==> src/hw/wake_pkg.sv <==
// Constants, field layouts and carrier types of the wake event logger.
// Assumes a 12-bit byte address on the plain register port and one clock.
package wake_pkg;

  // ==========================================================================
  // Register byte addresses
  localparam logic [11:0] ADDR_CTRL   = 12'h140;
  localparam logic [11:0] ADDR_SRC    = 12'h144;
  localparam logic [11:0] ADDR_PIN_EN = 12'h148;
  localparam logic [11:0] ADDR_CFG    = 12'h14C;

  // ==========================================================================
  // Wake control/status word bit positions
  localparam int C_BCAST_WAKE_EN   = 0;
  localparam int C_MAGIC_EN   = 1;
  localparam int C_PAT_EN     = 2;
  localparam int C_STA_EN     = 3;
  localparam int C_BCAST_SEEN = 4;
  localparam int C_MAGIC_SEEN = 5;
  localparam int C_PAT_SEEN   = 6;
  localparam int C_STA_SEEN   = 7;
  localparam int C_FE_SEEN    = 9;
  localparam int C_RXI_EN     = 10;
  localparam int C_RXI_SEEN   = 11;
  localparam int C_TXI_EN     = 12;
  localparam int C_TXI_SEEN   = 13;
  localparam int C_FE_EN      = 14;
  localparam logic [31:0] CTRL_EN_MASK  = 32'h0000_540F;
  localparam logic [31:0] CTRL_STS_MASK = 32'h0000_2AF0;

  // ==========================================================================
  // Wake source word bit positions
  localparam int S_PIN_LSB = 20;
  localparam int S_V6      = 16;
  localparam int S_V4      = 15;
  localparam int S_TXI     = 14;
  localparam int S_RXI     = 13;
  localparam int S_FE      = 12;
  localparam int S_STA     = 11;
  localparam int S_MAGIC   = 10;
  localparam int S_BCAST   = 9;
  localparam int S_PAT     = 8;
  localparam int S_IDX_LSB = 0;
  localparam logic [31:0] SRC_MASK = 32'hFFF1_FF1F;
  localparam logic [31:0] IDX_MASK = 32'h0000_001F;

  // ==========================================================================
  // Configuration word and pin enable word
  localparam int G_RES_STS = 0;
  localparam int G_RES_EN  = 1;
  localparam int G_V4_EN   = 2;
  localparam int G_V6_EN   = 3;
  localparam logic [31:0] CFG_MASK    = 32'h0000_000F;
  localparam logic [31:0] PIN_EN_MASK = 32'h0000_0FFF;
  localparam logic [31:0] RST_WORD    = 32'h0000_0000;
  localparam int          PIN_W       = 12;

  // ==========================================================================
  // Suspend phases
  typedef enum logic [1:0] {
    ST_RUN    = 2'b00,
    ST_ENTER  = 2'b01,
    ST_ARMED  = 2'b10,
    ST_WAKING = 2'b11
  } phase_t;

  // Event strobes from MAC, filter engine and idle logic, one cycle each
  typedef struct packed {
    logic       bcast;
    logic       magic;
    logic       pattern;
    logic [4:0] pattern_idx;
    logic       station;
    logic       filter_pass;
    logic       v4_syn;
    logic       v6_syn;
    logic       tx_idle_exit;
    logic       rx_idle_exit;
  } evt_t;

  // Whole state of the logger
  typedef struct packed {
    phase_t            phase;
    logic [31:0]       ctrl;
    logic [31:0]       src;
    logic [31:0]       cfg;
    logic [31:0]       pin_en;
    logic [31:0]       rdata;
    logic              wake;
    logic [PIN_W-1:0]  p1;
    logic [PIN_W-1:0]  p2;
    logic [PIN_W-1:0]  p3;
    logic [PIN_W-1:0]  pin_lvl;
  } state_t;

endpackage : wake_pkg

==> src/hw/wake_event_source_logger.sv <==
// Wake enables, latched wake status and the wake source record.
// Assumes event strobes on CLOCK, wake pins asynchronous, and a master
// that keeps the plain register port protocol.
//
// Summary of operation
// Magic packet sets the magic status flag at bit 5; write one clears.
// Broadcast frame sets the broadcast status flag at bit 4; write one clears.
// Resume completion clears control status flags when resume-clears-status is set.
// Resume completion clears the control word wake enables when resume-clears-enables is set; SYN and pin enables stay.
// Enable bit 3 makes a station address match a wake event.
// Enable bit 2 makes a pattern filter match a wake event.
// Enable bit 1 makes a magic packet a wake event.
// Enable bit 0 makes a broadcast frame a wake event.
// Wake source register is a 32-bit word at 144h.
// Events while entering suspend are not recorded as wake sources.
// After wake-up starts, further events leave the source word unchanged.
// All conditions met in the waking cycle are recorded together.
// Source bits stay set until software clears them, except bits 14 and 13 while energy efficient mode is off, and bits 4:0 on a new pattern wake.
// Bits 31:20 record pin wake events, one bit per pin 11 to 0.
// Bit 16 records an IPv6 SYN wake, bit 15 an IPv4 SYN wake.
// Bit 14 records transmit idle exit, only with its wake enable set.
// Bit 13 records receive idle exit, only with its wake enable set.
// Both idle exit bits are held low while energy efficient mode is off.
// Bit 12 records a filter engine frame that caused the wake.
// Bits 11, 10, 9, 8 record station, magic, broadcast and pattern wakes.
// Bits 4:0 hold the matching filter index, valid while bit 8 is set.
// Filter engine enable at bit 14 makes a passing frame a wake event.
// Software clears status and source bits by writing ones before rearming.
`timescale 1ns/1ps

module wake_event_source_logger (
  // Clock and reset
  input  wire logic              CLOCK,
  input  wire logic              RST,
  // Register port
  input  wire logic [11:0]       ADDR,
  input  wire logic [31:0]       WDATA,
  input  wire logic              WR,
  input  wire logic              RD,
  output logic      [31:0]       RDATA,
  // Event sources
  input  wire wake_pkg::evt_t    EVT,
  input  wire logic [11:0]       PIN_IN,
  input  wire logic              ENERGY_EFF_ENABLE,
  // Suspend and resume indications
  input  wire logic              SUSPEND_ENTRY,
  input  wire logic              SUSPENDED,
  input  wire logic              RESUME_DONE,
  // Wake signaling request
  output logic                   WAKE_REQ,
  output logic                   WAKE_BUSY
);

  // ==========================================================================
  // State and decode
  wake_pkg::state_t  state_r;
  wake_pkg::state_t  state_nxt;
  logic              wr_ctrl;
  logic              wr_src;
  logic [11:0]       pin_rise;
  logic [31:0]       src_set;
  logic [31:0]       sts_set;
  logic              any_hit;
  logic              fire;

  // Write decode
  assign wr_ctrl = WR && (ADDR == wake_pkg::ADDR_CTRL);
  assign wr_src  = WR && (ADDR == wake_pkg::ADDR_SRC);

  // ==========================================================================
  // Event qualification
  always_comb begin
    // Pin rises once the second and third stages agree high
    pin_rise = state_r.p2 & state_r.p3 & ~state_r.pin_lvl;
    src_set  = wake_pkg::RST_WORD;
    sts_set  = wake_pkg::RST_WORD;
    // Sources that would cause wake signaling now
    src_set[wake_pkg::S_PIN_LSB +: wake_pkg::PIN_W] =
      pin_rise & state_r.pin_en[wake_pkg::PIN_W-1:0];
    src_set[wake_pkg::S_V6]    = EVT.v6_syn & state_r.cfg[wake_pkg::G_V6_EN];
    src_set[wake_pkg::S_V4]    = EVT.v4_syn & state_r.cfg[wake_pkg::G_V4_EN];
    src_set[wake_pkg::S_TXI]   = EVT.tx_idle_exit & state_r.ctrl[wake_pkg::C_TXI_EN]
                                 & ENERGY_EFF_ENABLE;
    src_set[wake_pkg::S_RXI]   = EVT.rx_idle_exit & state_r.ctrl[wake_pkg::C_RXI_EN]
                                 & ENERGY_EFF_ENABLE;
    src_set[wake_pkg::S_FE]    = EVT.filter_pass & state_r.ctrl[wake_pkg::C_FE_EN];
    src_set[wake_pkg::S_STA]   = EVT.station & state_r.ctrl[wake_pkg::C_STA_EN];
    src_set[wake_pkg::S_MAGIC] = EVT.magic & state_r.ctrl[wake_pkg::C_MAGIC_EN];
    src_set[wake_pkg::S_BCAST] = EVT.bcast & state_r.ctrl[wake_pkg::C_BCAST_WAKE_EN];
    src_set[wake_pkg::S_PAT]   = EVT.pattern & state_r.ctrl[wake_pkg::C_PAT_EN];
    any_hit = |src_set;
    // Filter index rides along with a pattern wake
    if (src_set[wake_pkg::S_PAT]) begin
      src_set[wake_pkg::S_IDX_LSB +: 5] = EVT.pattern_idx;
    end
    // Control status flags latch whether or not a wake follows
    sts_set[wake_pkg::C_MAGIC_SEEN] = EVT.magic;
    sts_set[wake_pkg::C_BCAST_SEEN] = EVT.bcast;
    sts_set[wake_pkg::C_PAT_SEEN]   = EVT.pattern;
    sts_set[wake_pkg::C_STA_SEEN]   = EVT.station;
    sts_set[wake_pkg::C_FE_SEEN]    = EVT.filter_pass;
    sts_set[wake_pkg::C_TXI_SEEN]   = EVT.tx_idle_exit & state_r.ctrl[wake_pkg::C_TXI_EN];
    sts_set[wake_pkg::C_RXI_SEEN]   = EVT.rx_idle_exit & state_r.ctrl[wake_pkg::C_RXI_EN];
  end

  // Only an armed suspend records and signals a wake
  assign fire = (state_r.phase == wake_pkg::ST_ARMED) && any_hit;

  // ==========================================================================
  // Next state
  always_comb begin
    state_nxt = state_r;
    // Pin synchroniser, agreement filter
    state_nxt.p1 = PIN_IN;
    state_nxt.p2 = state_r.p1;
    state_nxt.p3 = state_r.p2;
    for (int i = 0; i < wake_pkg::PIN_W; i++) begin
      if (state_r.p2[i] == state_r.p3[i]) begin
        state_nxt.pin_lvl[i] = state_r.p3[i];
      end
    end

    // Control word: enables plain, status flags write-one-to-clear
    state_nxt.ctrl = (state_r.ctrl & wake_pkg::CTRL_STS_MASK)
                   & ~(wr_ctrl ? WDATA : wake_pkg::RST_WORD);
    if (wr_ctrl) begin
      state_nxt.ctrl = state_nxt.ctrl | (WDATA & wake_pkg::CTRL_EN_MASK);
    end else begin
      state_nxt.ctrl = state_nxt.ctrl | (state_r.ctrl & wake_pkg::CTRL_EN_MASK);
    end
    if (RESUME_DONE && state_r.cfg[wake_pkg::G_RES_EN]) begin
      state_nxt.ctrl = state_nxt.ctrl & ~wake_pkg::CTRL_EN_MASK;
    end
    if (RESUME_DONE && state_r.cfg[wake_pkg::G_RES_STS]) begin
      state_nxt.ctrl = state_nxt.ctrl & ~wake_pkg::CTRL_STS_MASK;
    end
    // New events win over a clear in the same cycle
    state_nxt.ctrl = state_nxt.ctrl | sts_set;
    if (!ENERGY_EFF_ENABLE) begin
      state_nxt.ctrl[wake_pkg::C_TXI_SEEN] = 1'b0;
      state_nxt.ctrl[wake_pkg::C_RXI_SEEN] = 1'b0;
    end

    // Source word: only software clears it, except the idle exit bits while energy efficient mode is off and bits 4:0 on a new pattern wake
    state_nxt.src = state_r.src & ~(wr_src ? WDATA : wake_pkg::RST_WORD);
    if (fire) begin
      if (src_set[wake_pkg::S_PAT]) begin
        state_nxt.src = state_nxt.src & ~wake_pkg::IDX_MASK;
      end
      state_nxt.src = state_nxt.src | src_set;
    end
    state_nxt.src = state_nxt.src & wake_pkg::SRC_MASK;
    if (!ENERGY_EFF_ENABLE) begin
      state_nxt.src[wake_pkg::S_TXI] = 1'b0;
      state_nxt.src[wake_pkg::S_RXI] = 1'b0;
    end

    // Configuration and pin enables
    if (WR && (ADDR == wake_pkg::ADDR_CFG)) begin
      state_nxt.cfg = WDATA & wake_pkg::CFG_MASK;
    end
    if (WR && (ADDR == wake_pkg::ADDR_PIN_EN)) begin
      state_nxt.pin_en = WDATA & wake_pkg::PIN_EN_MASK;
    end

    // Suspend phase tracking
    case (state_r.phase)
      wake_pkg::ST_RUN: begin
        if (SUSPEND_ENTRY) begin
          state_nxt.phase = wake_pkg::ST_ENTER;
        end
      end
      wake_pkg::ST_ENTER: begin
        if (!SUSPEND_ENTRY && SUSPENDED) begin
          state_nxt.phase = wake_pkg::ST_ARMED;
        end else if (!SUSPEND_ENTRY) begin
          state_nxt.phase = wake_pkg::ST_RUN;
        end
      end
      wake_pkg::ST_ARMED: begin
        if (fire) begin
          state_nxt.phase = wake_pkg::ST_WAKING;
        end else if (!SUSPENDED || RESUME_DONE) begin
          state_nxt.phase = wake_pkg::ST_RUN;
        end
      end
      wake_pkg::ST_WAKING: begin
        if (RESUME_DONE) begin
          state_nxt.phase = wake_pkg::ST_RUN;
        end
      end
      default: begin
        state_nxt.phase = wake_pkg::ST_RUN;
      end
    endcase
    state_nxt.wake = fire;

    // Read data stands only in the cycle after the strobe
    state_nxt.rdata = wake_pkg::RST_WORD;
    if (RD) begin
      case (ADDR)
        wake_pkg::ADDR_CTRL:   state_nxt.rdata = state_r.ctrl;
        wake_pkg::ADDR_SRC:    state_nxt.rdata = state_r.src;
        wake_pkg::ADDR_PIN_EN: state_nxt.rdata = state_r.pin_en;
        wake_pkg::ADDR_CFG:    state_nxt.rdata = state_r.cfg;
        default:               state_nxt.rdata = wake_pkg::RST_WORD;
      endcase
    end
  end

  // ==========================================================================
  // State register
  always_ff @(posedge CLOCK or posedge RST) begin
    if (RST) begin
      state_r <= '0;
    end else begin
      state_r <= state_nxt;
    end
  end

  // Outputs
  assign RDATA     = state_r.rdata;
  assign WAKE_REQ  = state_r.wake;
  assign WAKE_BUSY = (state_r.phase == wake_pkg::ST_WAKING);

  // ==========================================================================
  // Assertions
  property p_magic_flag;
    @(posedge CLOCK) disable iff (RST)
    EVT.magic |=> state_r.ctrl[wake_pkg::C_MAGIC_SEEN];
  endproperty
  a_magic_flag: assert property (p_magic_flag) else $error("magic flag not set");

  property p_bcast_flag;
    @(posedge CLOCK) disable iff (RST)
    EVT.bcast |=> state_r.ctrl[wake_pkg::C_BCAST_SEEN];
  endproperty
  a_bcast_flag: assert property (p_bcast_flag) else $error("broadcast flag not set");

  property p_resume_sts;
    @(posedge CLOCK) disable iff (RST)
    (RESUME_DONE && state_r.cfg[wake_pkg::G_RES_STS] && !EVT.magic)
      |=> !state_r.ctrl[wake_pkg::C_MAGIC_SEEN];
  endproperty
  a_resume_sts: assert property (p_resume_sts) else $error("status kept over resume");

  property p_resume_en;
    @(posedge CLOCK) disable iff (RST)
    (RESUME_DONE && state_r.cfg[wake_pkg::G_RES_EN])
      |=> ((state_r.ctrl & wake_pkg::CTRL_EN_MASK) == wake_pkg::RST_WORD);
  endproperty
  a_resume_en: assert property (p_resume_en) else $error("enables kept over resume");

  property p_no_record;
    @(posedge CLOCK) disable iff (RST)
    (state_r.phase != wake_pkg::ST_ARMED) |=> ((state_r.src & ~$past(state_r.src)) == 0);
  endproperty
  a_no_record: assert property (p_no_record) else $error("source recorded outside armed");

  property p_all_sources;
    @(posedge CLOCK) disable iff (RST)
    fire ##1 1'b1 |-> ((state_r.src & $past(src_set)) == $past(src_set)) && WAKE_REQ && WAKE_BUSY;
  endproperty
  a_all_sources: assert property (p_all_sources) else $error("wake sources incomplete");

  property p_sticky;
    @(posedge CLOCK) disable iff (RST)
    (!wr_src && ENERGY_EFF_ENABLE) |=> (($past(state_r.src) & ~state_r.src) == 0);
  endproperty
  a_sticky: assert property (p_sticky) else $error("source bit dropped by hardware");

  property p_eee_low;
    @(posedge CLOCK) disable iff (RST)
    !ENERGY_EFF_ENABLE |=> !state_r.src[wake_pkg::S_TXI] && !state_r.src[wake_pkg::S_RXI];
  endproperty
  a_eee_low: assert property (p_eee_low) else $error("idle exit source not held low");

  property p_tx_gate;
    @(posedge CLOCK) disable iff (RST)
    $rose(state_r.src[wake_pkg::S_TXI]) |-> $past(state_r.ctrl[wake_pkg::C_TXI_EN]);
  endproperty
  a_tx_gate: assert property (p_tx_gate) else $error("tx idle source without enable");

  property p_index;
    @(posedge CLOCK) disable iff (RST)
    (fire && src_set[wake_pkg::S_PAT])
      |=> state_r.src[wake_pkg::S_PAT] && (state_r.src[4:0] == $past(EVT.pattern_idx));
  endproperty
  a_index: assert property (p_index) else $error("filter index wrong");

  property p_station_wake;
    @(posedge CLOCK) disable iff (RST)
    ((state_r.phase == wake_pkg::ST_ARMED) && EVT.station && state_r.ctrl[wake_pkg::C_STA_EN])
      |=> WAKE_REQ && state_r.src[wake_pkg::S_STA];
  endproperty
  a_station_wake: assert property (p_station_wake) else $error("station match no wake");

  property p_pattern_wake;
    @(posedge CLOCK) disable iff (RST)
    ((state_r.phase == wake_pkg::ST_ARMED) && EVT.pattern && state_r.ctrl[wake_pkg::C_PAT_EN])
      |=> WAKE_REQ && state_r.src[wake_pkg::S_PAT];
  endproperty
  a_pattern_wake: assert property (p_pattern_wake) else $error("pattern match no wake");

  property p_magic_wake;
    @(posedge CLOCK) disable iff (RST)
    ((state_r.phase == wake_pkg::ST_ARMED) && EVT.magic && state_r.ctrl[wake_pkg::C_MAGIC_EN])
      |=> WAKE_REQ && state_r.src[wake_pkg::S_MAGIC];
  endproperty
  a_magic_wake: assert property (p_magic_wake) else $error("magic packet no wake");

  property p_bcast_wake;
    @(posedge CLOCK) disable iff (RST)
    ((state_r.phase == wake_pkg::ST_ARMED) && EVT.bcast && state_r.ctrl[wake_pkg::C_BCAST_WAKE_EN])
      |=> WAKE_REQ && state_r.src[wake_pkg::S_BCAST];
  endproperty
  a_bcast_wake: assert property (p_bcast_wake) else $error("broadcast no wake");

  property p_fe_wake;
    @(posedge CLOCK) disable iff (RST)
    ((state_r.phase == wake_pkg::ST_ARMED) && EVT.filter_pass && state_r.ctrl[wake_pkg::C_FE_EN])
      |=> WAKE_REQ && state_r.src[wake_pkg::S_FE];
  endproperty
  a_fe_wake: assert property (p_fe_wake) else $error("filter frame no wake");

  property p_pin_gate;
    @(posedge CLOCK) disable iff (RST)
    $rose(state_r.src[wake_pkg::S_PIN_LSB + wake_pkg::PIN_W - 1]) |-> $past(state_r.pin_en[wake_pkg::PIN_W - 1]);
  endproperty
  a_pin_gate: assert property (p_pin_gate) else $error("pin source without enable");

  property p_v4_gate;
    @(posedge CLOCK) disable iff (RST)
    $rose(state_r.src[wake_pkg::S_V4]) |-> $past(EVT.v4_syn && state_r.cfg[wake_pkg::G_V4_EN]);
  endproperty
  a_v4_gate: assert property (p_v4_gate) else $error("v4 source without event");

  property p_v6_gate;
    @(posedge CLOCK) disable iff (RST)
    $rose(state_r.src[wake_pkg::S_V6]) |-> $past(EVT.v6_syn && state_r.cfg[wake_pkg::G_V6_EN]);
  endproperty
  a_v6_gate: assert property (p_v6_gate) else $error("v6 source without event");

  property p_rx_gate;
    @(posedge CLOCK) disable iff (RST)
    $rose(state_r.src[wake_pkg::S_RXI]) |-> $past(state_r.ctrl[wake_pkg::C_RXI_EN] && ENERGY_EFF_ENABLE);
  endproperty
  a_rx_gate: assert property (p_rx_gate) else $error("rx idle source without enable");

  property p_fe_src;
    @(posedge CLOCK) disable iff (RST)
    $rose(state_r.src[wake_pkg::S_FE]) |-> $past(EVT.filter_pass);
  endproperty
  a_fe_src: assert property (p_fe_src) else $error("filter source without frame");

  property p_with_wake;
    @(posedge CLOCK) disable iff (RST)
    ((state_r.src & ~$past(state_r.src)) != wake_pkg::RST_WORD) |-> WAKE_REQ;
  endproperty
  a_with_wake: assert property (p_with_wake) else $error("source set without wake");

  property p_magic_clear;
    @(posedge CLOCK) disable iff (RST)
    (wr_ctrl && WDATA[wake_pkg::C_MAGIC_SEEN] && !EVT.magic)
      |=> !state_r.ctrl[wake_pkg::C_MAGIC_SEEN];
  endproperty
  a_magic_clear: assert property (p_magic_clear) else $error("magic flag not cleared");

  property p_src_read;
    @(posedge CLOCK) disable iff (RST)
    (RD && (ADDR == wake_pkg::ADDR_SRC)) |=> (RDATA == $past(state_r.src));
  endproperty
  a_src_read: assert property (p_src_read) else $error("source read wrong");

endmodule : wake_event_source_logger

==> config.mk <==
export PLATFORM = sky130hd
export DESIGN_NAME = wake_event_source_logger
export DESIGN_NICKNAME = d
export VERILOG_FILES = /design/src/hw/wake_pkg.sv /design/src/hw/wake_event_source_logger.sv
export SDC_FILE = /design/constraint.sdc
export NUM_CORES = 1
export LEC_CHECK = 0
export ABC_AREA = 1
export BUFFER_PORTS_ARGS = -buffer_cell sky130_fd_sc_hd__buf_2
export CORE_MARGIN = 2
export CORE_UTILIZATION = 30
export CTS_CLUSTER_DIAMETER = 50
export DETAILED_ROUTE_END_ITERATION = 16
export PLACE_DENSITY_LB_ADDON = 0.2
export SLEW_MARGIN = 20
export SYNTH_ARGS = -nofsm -noshare
export SYNTH_HDL_FRONTEND = slang
export SYNTH_SLANG_ARGS = --single-unit
==> constraint.sdc <==
create_clock -name CLOCK -period 4.8 [get_ports CLOCK]
set_clock_uncertainty 0.05 [all_clocks]
set_input_delay 0.72 -clock CLOCK [delete_from_list [all_inputs] [get_ports CLOCK]]
set_output_delay 0.72 -clock CLOCK [all_outputs]
set_load 0.01 [all_outputs]
==> flow_summary_export.csv <==
group,metric,value,unit
outcome,outcome,"complete, no violations",
setup_path,path_class,"input port to flip-flop",
clock_network,htree_levels,4,
clock_network,clkSlewWorstSetupHoldPaths,0.06,ns
placement,place_hpwl,10.5,mm
synth,netlist_area,5710,µm²
final_layout,area_growth,19.1,%
power,p_sw_share,23.4,%
timing,rsz0062_at_grt,"no",
die,dieArea,20200,µm²
clock_network,root_buffer,"clkbuf_16",
timing,slew_violations,0,
synth,synth-seq-cells,136,
timing,clock.fmax,0.368,GHz
timing,setup_slack,2.08,ns
synth,synth_top_area_share,59.6,%
synth,synth_cell_type_count,29,
clock_network,clk_path_buf_depth,2,
power,p_int,2.06,mW
timing,setup_violations,0,
setup_path,cp-end-kind,"flip-flop",
synth,synthCells,583,
die,dieWidth,142,µm
final_layout,final_common_cell,"dfrtp_1",
power,p_per_area,395,nW/µm²
route,viasPerCell,4.62,
final_layout,final_nets,750,
route,drtAntennaViolNets,0,
route,wirelength,14.3,mm
setup_path,path_max_fanout,16,
run,maxCapViolCount,0,
power,p_seq_share,44.8,%
power,p_switching,0.628,mW
synth,syn_avg_cell_area,9.80,µm²
final_layout,fillers,1903,
power,clkPwrFrac,49.4,%
clock_network,cts_resized,0,
synth,ys.flop_type,"dfrtp_1",
final_layout,multi_input_area,1740,µm²
synth,netlist_top_cells_area,"dfrtp_1 (60%), nand2_1 (5.3%), nand3_1 (4.8%)",
timing,tightest_slew,0.946,ns
worst_hold_path,hold_path.class,"flip-flop to flip-flop",
setup_path,worstPathArrival,2.93,ns
placement,post-place-ws,1.69,ns
placement,gp_congestion,0.839,
clock_network,clkLatencyLatePin,0.42,ns
global_routing,grt_max_degree,105,
final_layout,diodes,0,
setup_path,cp-start-kind,"input port",
final_layout,seqCellArea,3400,µm²
clock_network,cts.sinks,136,
die,die_y,142,µm
global_routing,overflow,0,
clock_network,cts_tree,"yes",
timing,slew_headroom,37.0,%
final_layout,final_cell_mix,"dfrtp_1 (136), buf_2 (105), nand2_1 (80)",
route,vias,4182,
route,wire_per_inst,15.8,µm
global_routing,grt_pass1_wl,22.8,mm
synth,synth_top_area_cell,"dfrtp_1",
die,core,18700,µm²
placement,port_buffers,105,
synth,synth_edf_count,0,
setup_path,worstPathRequired,5.01,ns
power,power_frac_comb,5.8,%
timing,finalCritPeriodShare,56.6,%
timing,tns,0,ns
route,drtIter0Drc,299,
clock_network,holdBufCountCts,0,
clock_network,post-cts-setup-buffers,0,
clock_network,cts_made_buffers,17,
final_layout,layout-drive-gt1-share,24.1,%
power,p_leak,3.28,nW
global_routing,track_usage,15.0,%
route,drtPass1Iterations,5,
synth,ys_seq_area_share,59.6,%
route,drc,0,
synth,yosysWarnings,0,
synth,synthArstFlopShare,100,%
timing,fin_crit,2.72,ns
global_routing,antenna_found_initial,0,
timing,hold_viol,0,
die,ioPinCount,112,
power,vdd_drop_max,0.229,mV
die,start_util,30.5,%
global_routing,grt_pass1_vias,4266,
die,rows,50,
==> worst paths after layout <==
check                               from            end  slack [ns]  depth (start not counted)
setup / recovery                 ADDR[1]   state_r[158]        2.08                          7
hold / removal             state_nxt[27]  state_nxt[15]        0.30                          0
setup reg to reg             state_r[16]   state_r[209]        2.54                         11
hold reg to reg            state_nxt[27]  state_nxt[15]        0.30                          0
max in group asynchronous            RST      RDATA[13]        3.19                          3
min in group asynchronous            RST  state_nxt[28]        0.44                          2
==> synthesized netlist by cell type (2+ instances only) <==
cell and count:
o21ai_0 37, nor3_1 3, a21oi_1 19, o21ai_1 16, nand2_1 80, inv_1 60, dfrtp_1 136, nand4_1 20
nor2_1 58, or2_2 2, nor3_4 2, clkbuf_1 7, buf_4 34, nand3_1 55, buf_2 7, ha_1 12
mux2_2 5, nand2_2 11, a31o_1 5, a31oi_1 5
==> layer usage <==
metal	vias to the layer above	part of all wire [%]	track usage, %
met3	15	7.4	3.90
met2	163	46	23.2
met5	-	0	0
met4	0	1.3	6.00
li1	2027	-	-
met1	1977	45	20.2
==> flip-flops by register name (all words and copies together) (netlist names) <==
signal,count
state_r,82
RDATA,29
state_nxt,24
WAKE_REQ,1
==> power by group through the flow <==
stage          Clock, mW  Sequential, mW  Combinational, mW
2_1_floorplan          0            1.22             0.0947
6_report            1.33            1.21              0.156
3_5_place_dp           0            1.23              0.157
5_1_grt             1.42            1.21              0.179
3_3_place_gp           0            1.22              0.152
4_1_cts             1.36            1.21              0.158
==> kinds of logic after synthesis <==
family | share of synthesized area, %
other | 0.0656
multiplexers | 0.985
AO/OA/AOI/OAI | 7.62
AND/OR/NAND/NOR | 19.0
buffers and inverters | 10.2
adder cells (fa/ha/maj) | 2.63
flip-flops | 59.6
==> critical path, stage by stage <==
cell and delay, ns:
buf_2 0.09, or2_1 0.35, nor3_4 0.60, and3_1 0.87
nand2_1 0.10, nand3_1 0.11, o21ai_0 0.08
==> metrics by stage <==
step | hold slack [ns] | utilization [%] | std cells | cell area [µm²] | total power, mW
3_3_place_gp | 0.286 | 33.2 | 875 | 6210 | 1.38
6_report | 0.297 | 36.4 | 906 | 6810 | 2.69
3_5_place_dp | 0.285 | 33.2 | 875 | 6210 | 1.38
2_1_floorplan | 0.281 | - | 585 | 5720 | 1.32
4_1_cts | 0.300 | 36.4 | 906 | 6810 | 2.72
5_1_grt | 0.307 | 36.4 | 906 | 6810 | 2.81
==> cell type report <==
| cell class | count | share of cell area (%) |
|---|---|---|
| Clock buffer | 17 | 6.25 |
| Clock inverter | 14 | 2.57 |
| Inverter | 61 | 3.44 |
| Multi-Input combinational cell | 337 | 25.5 |
| Sequential cell | 136 | 50.0 |
| Tap cell | 234 | 4.30 |
| Timing Repair Buffer | 107 | 7.94 |
Note: power is estimated with default switching activity, not from simulation.
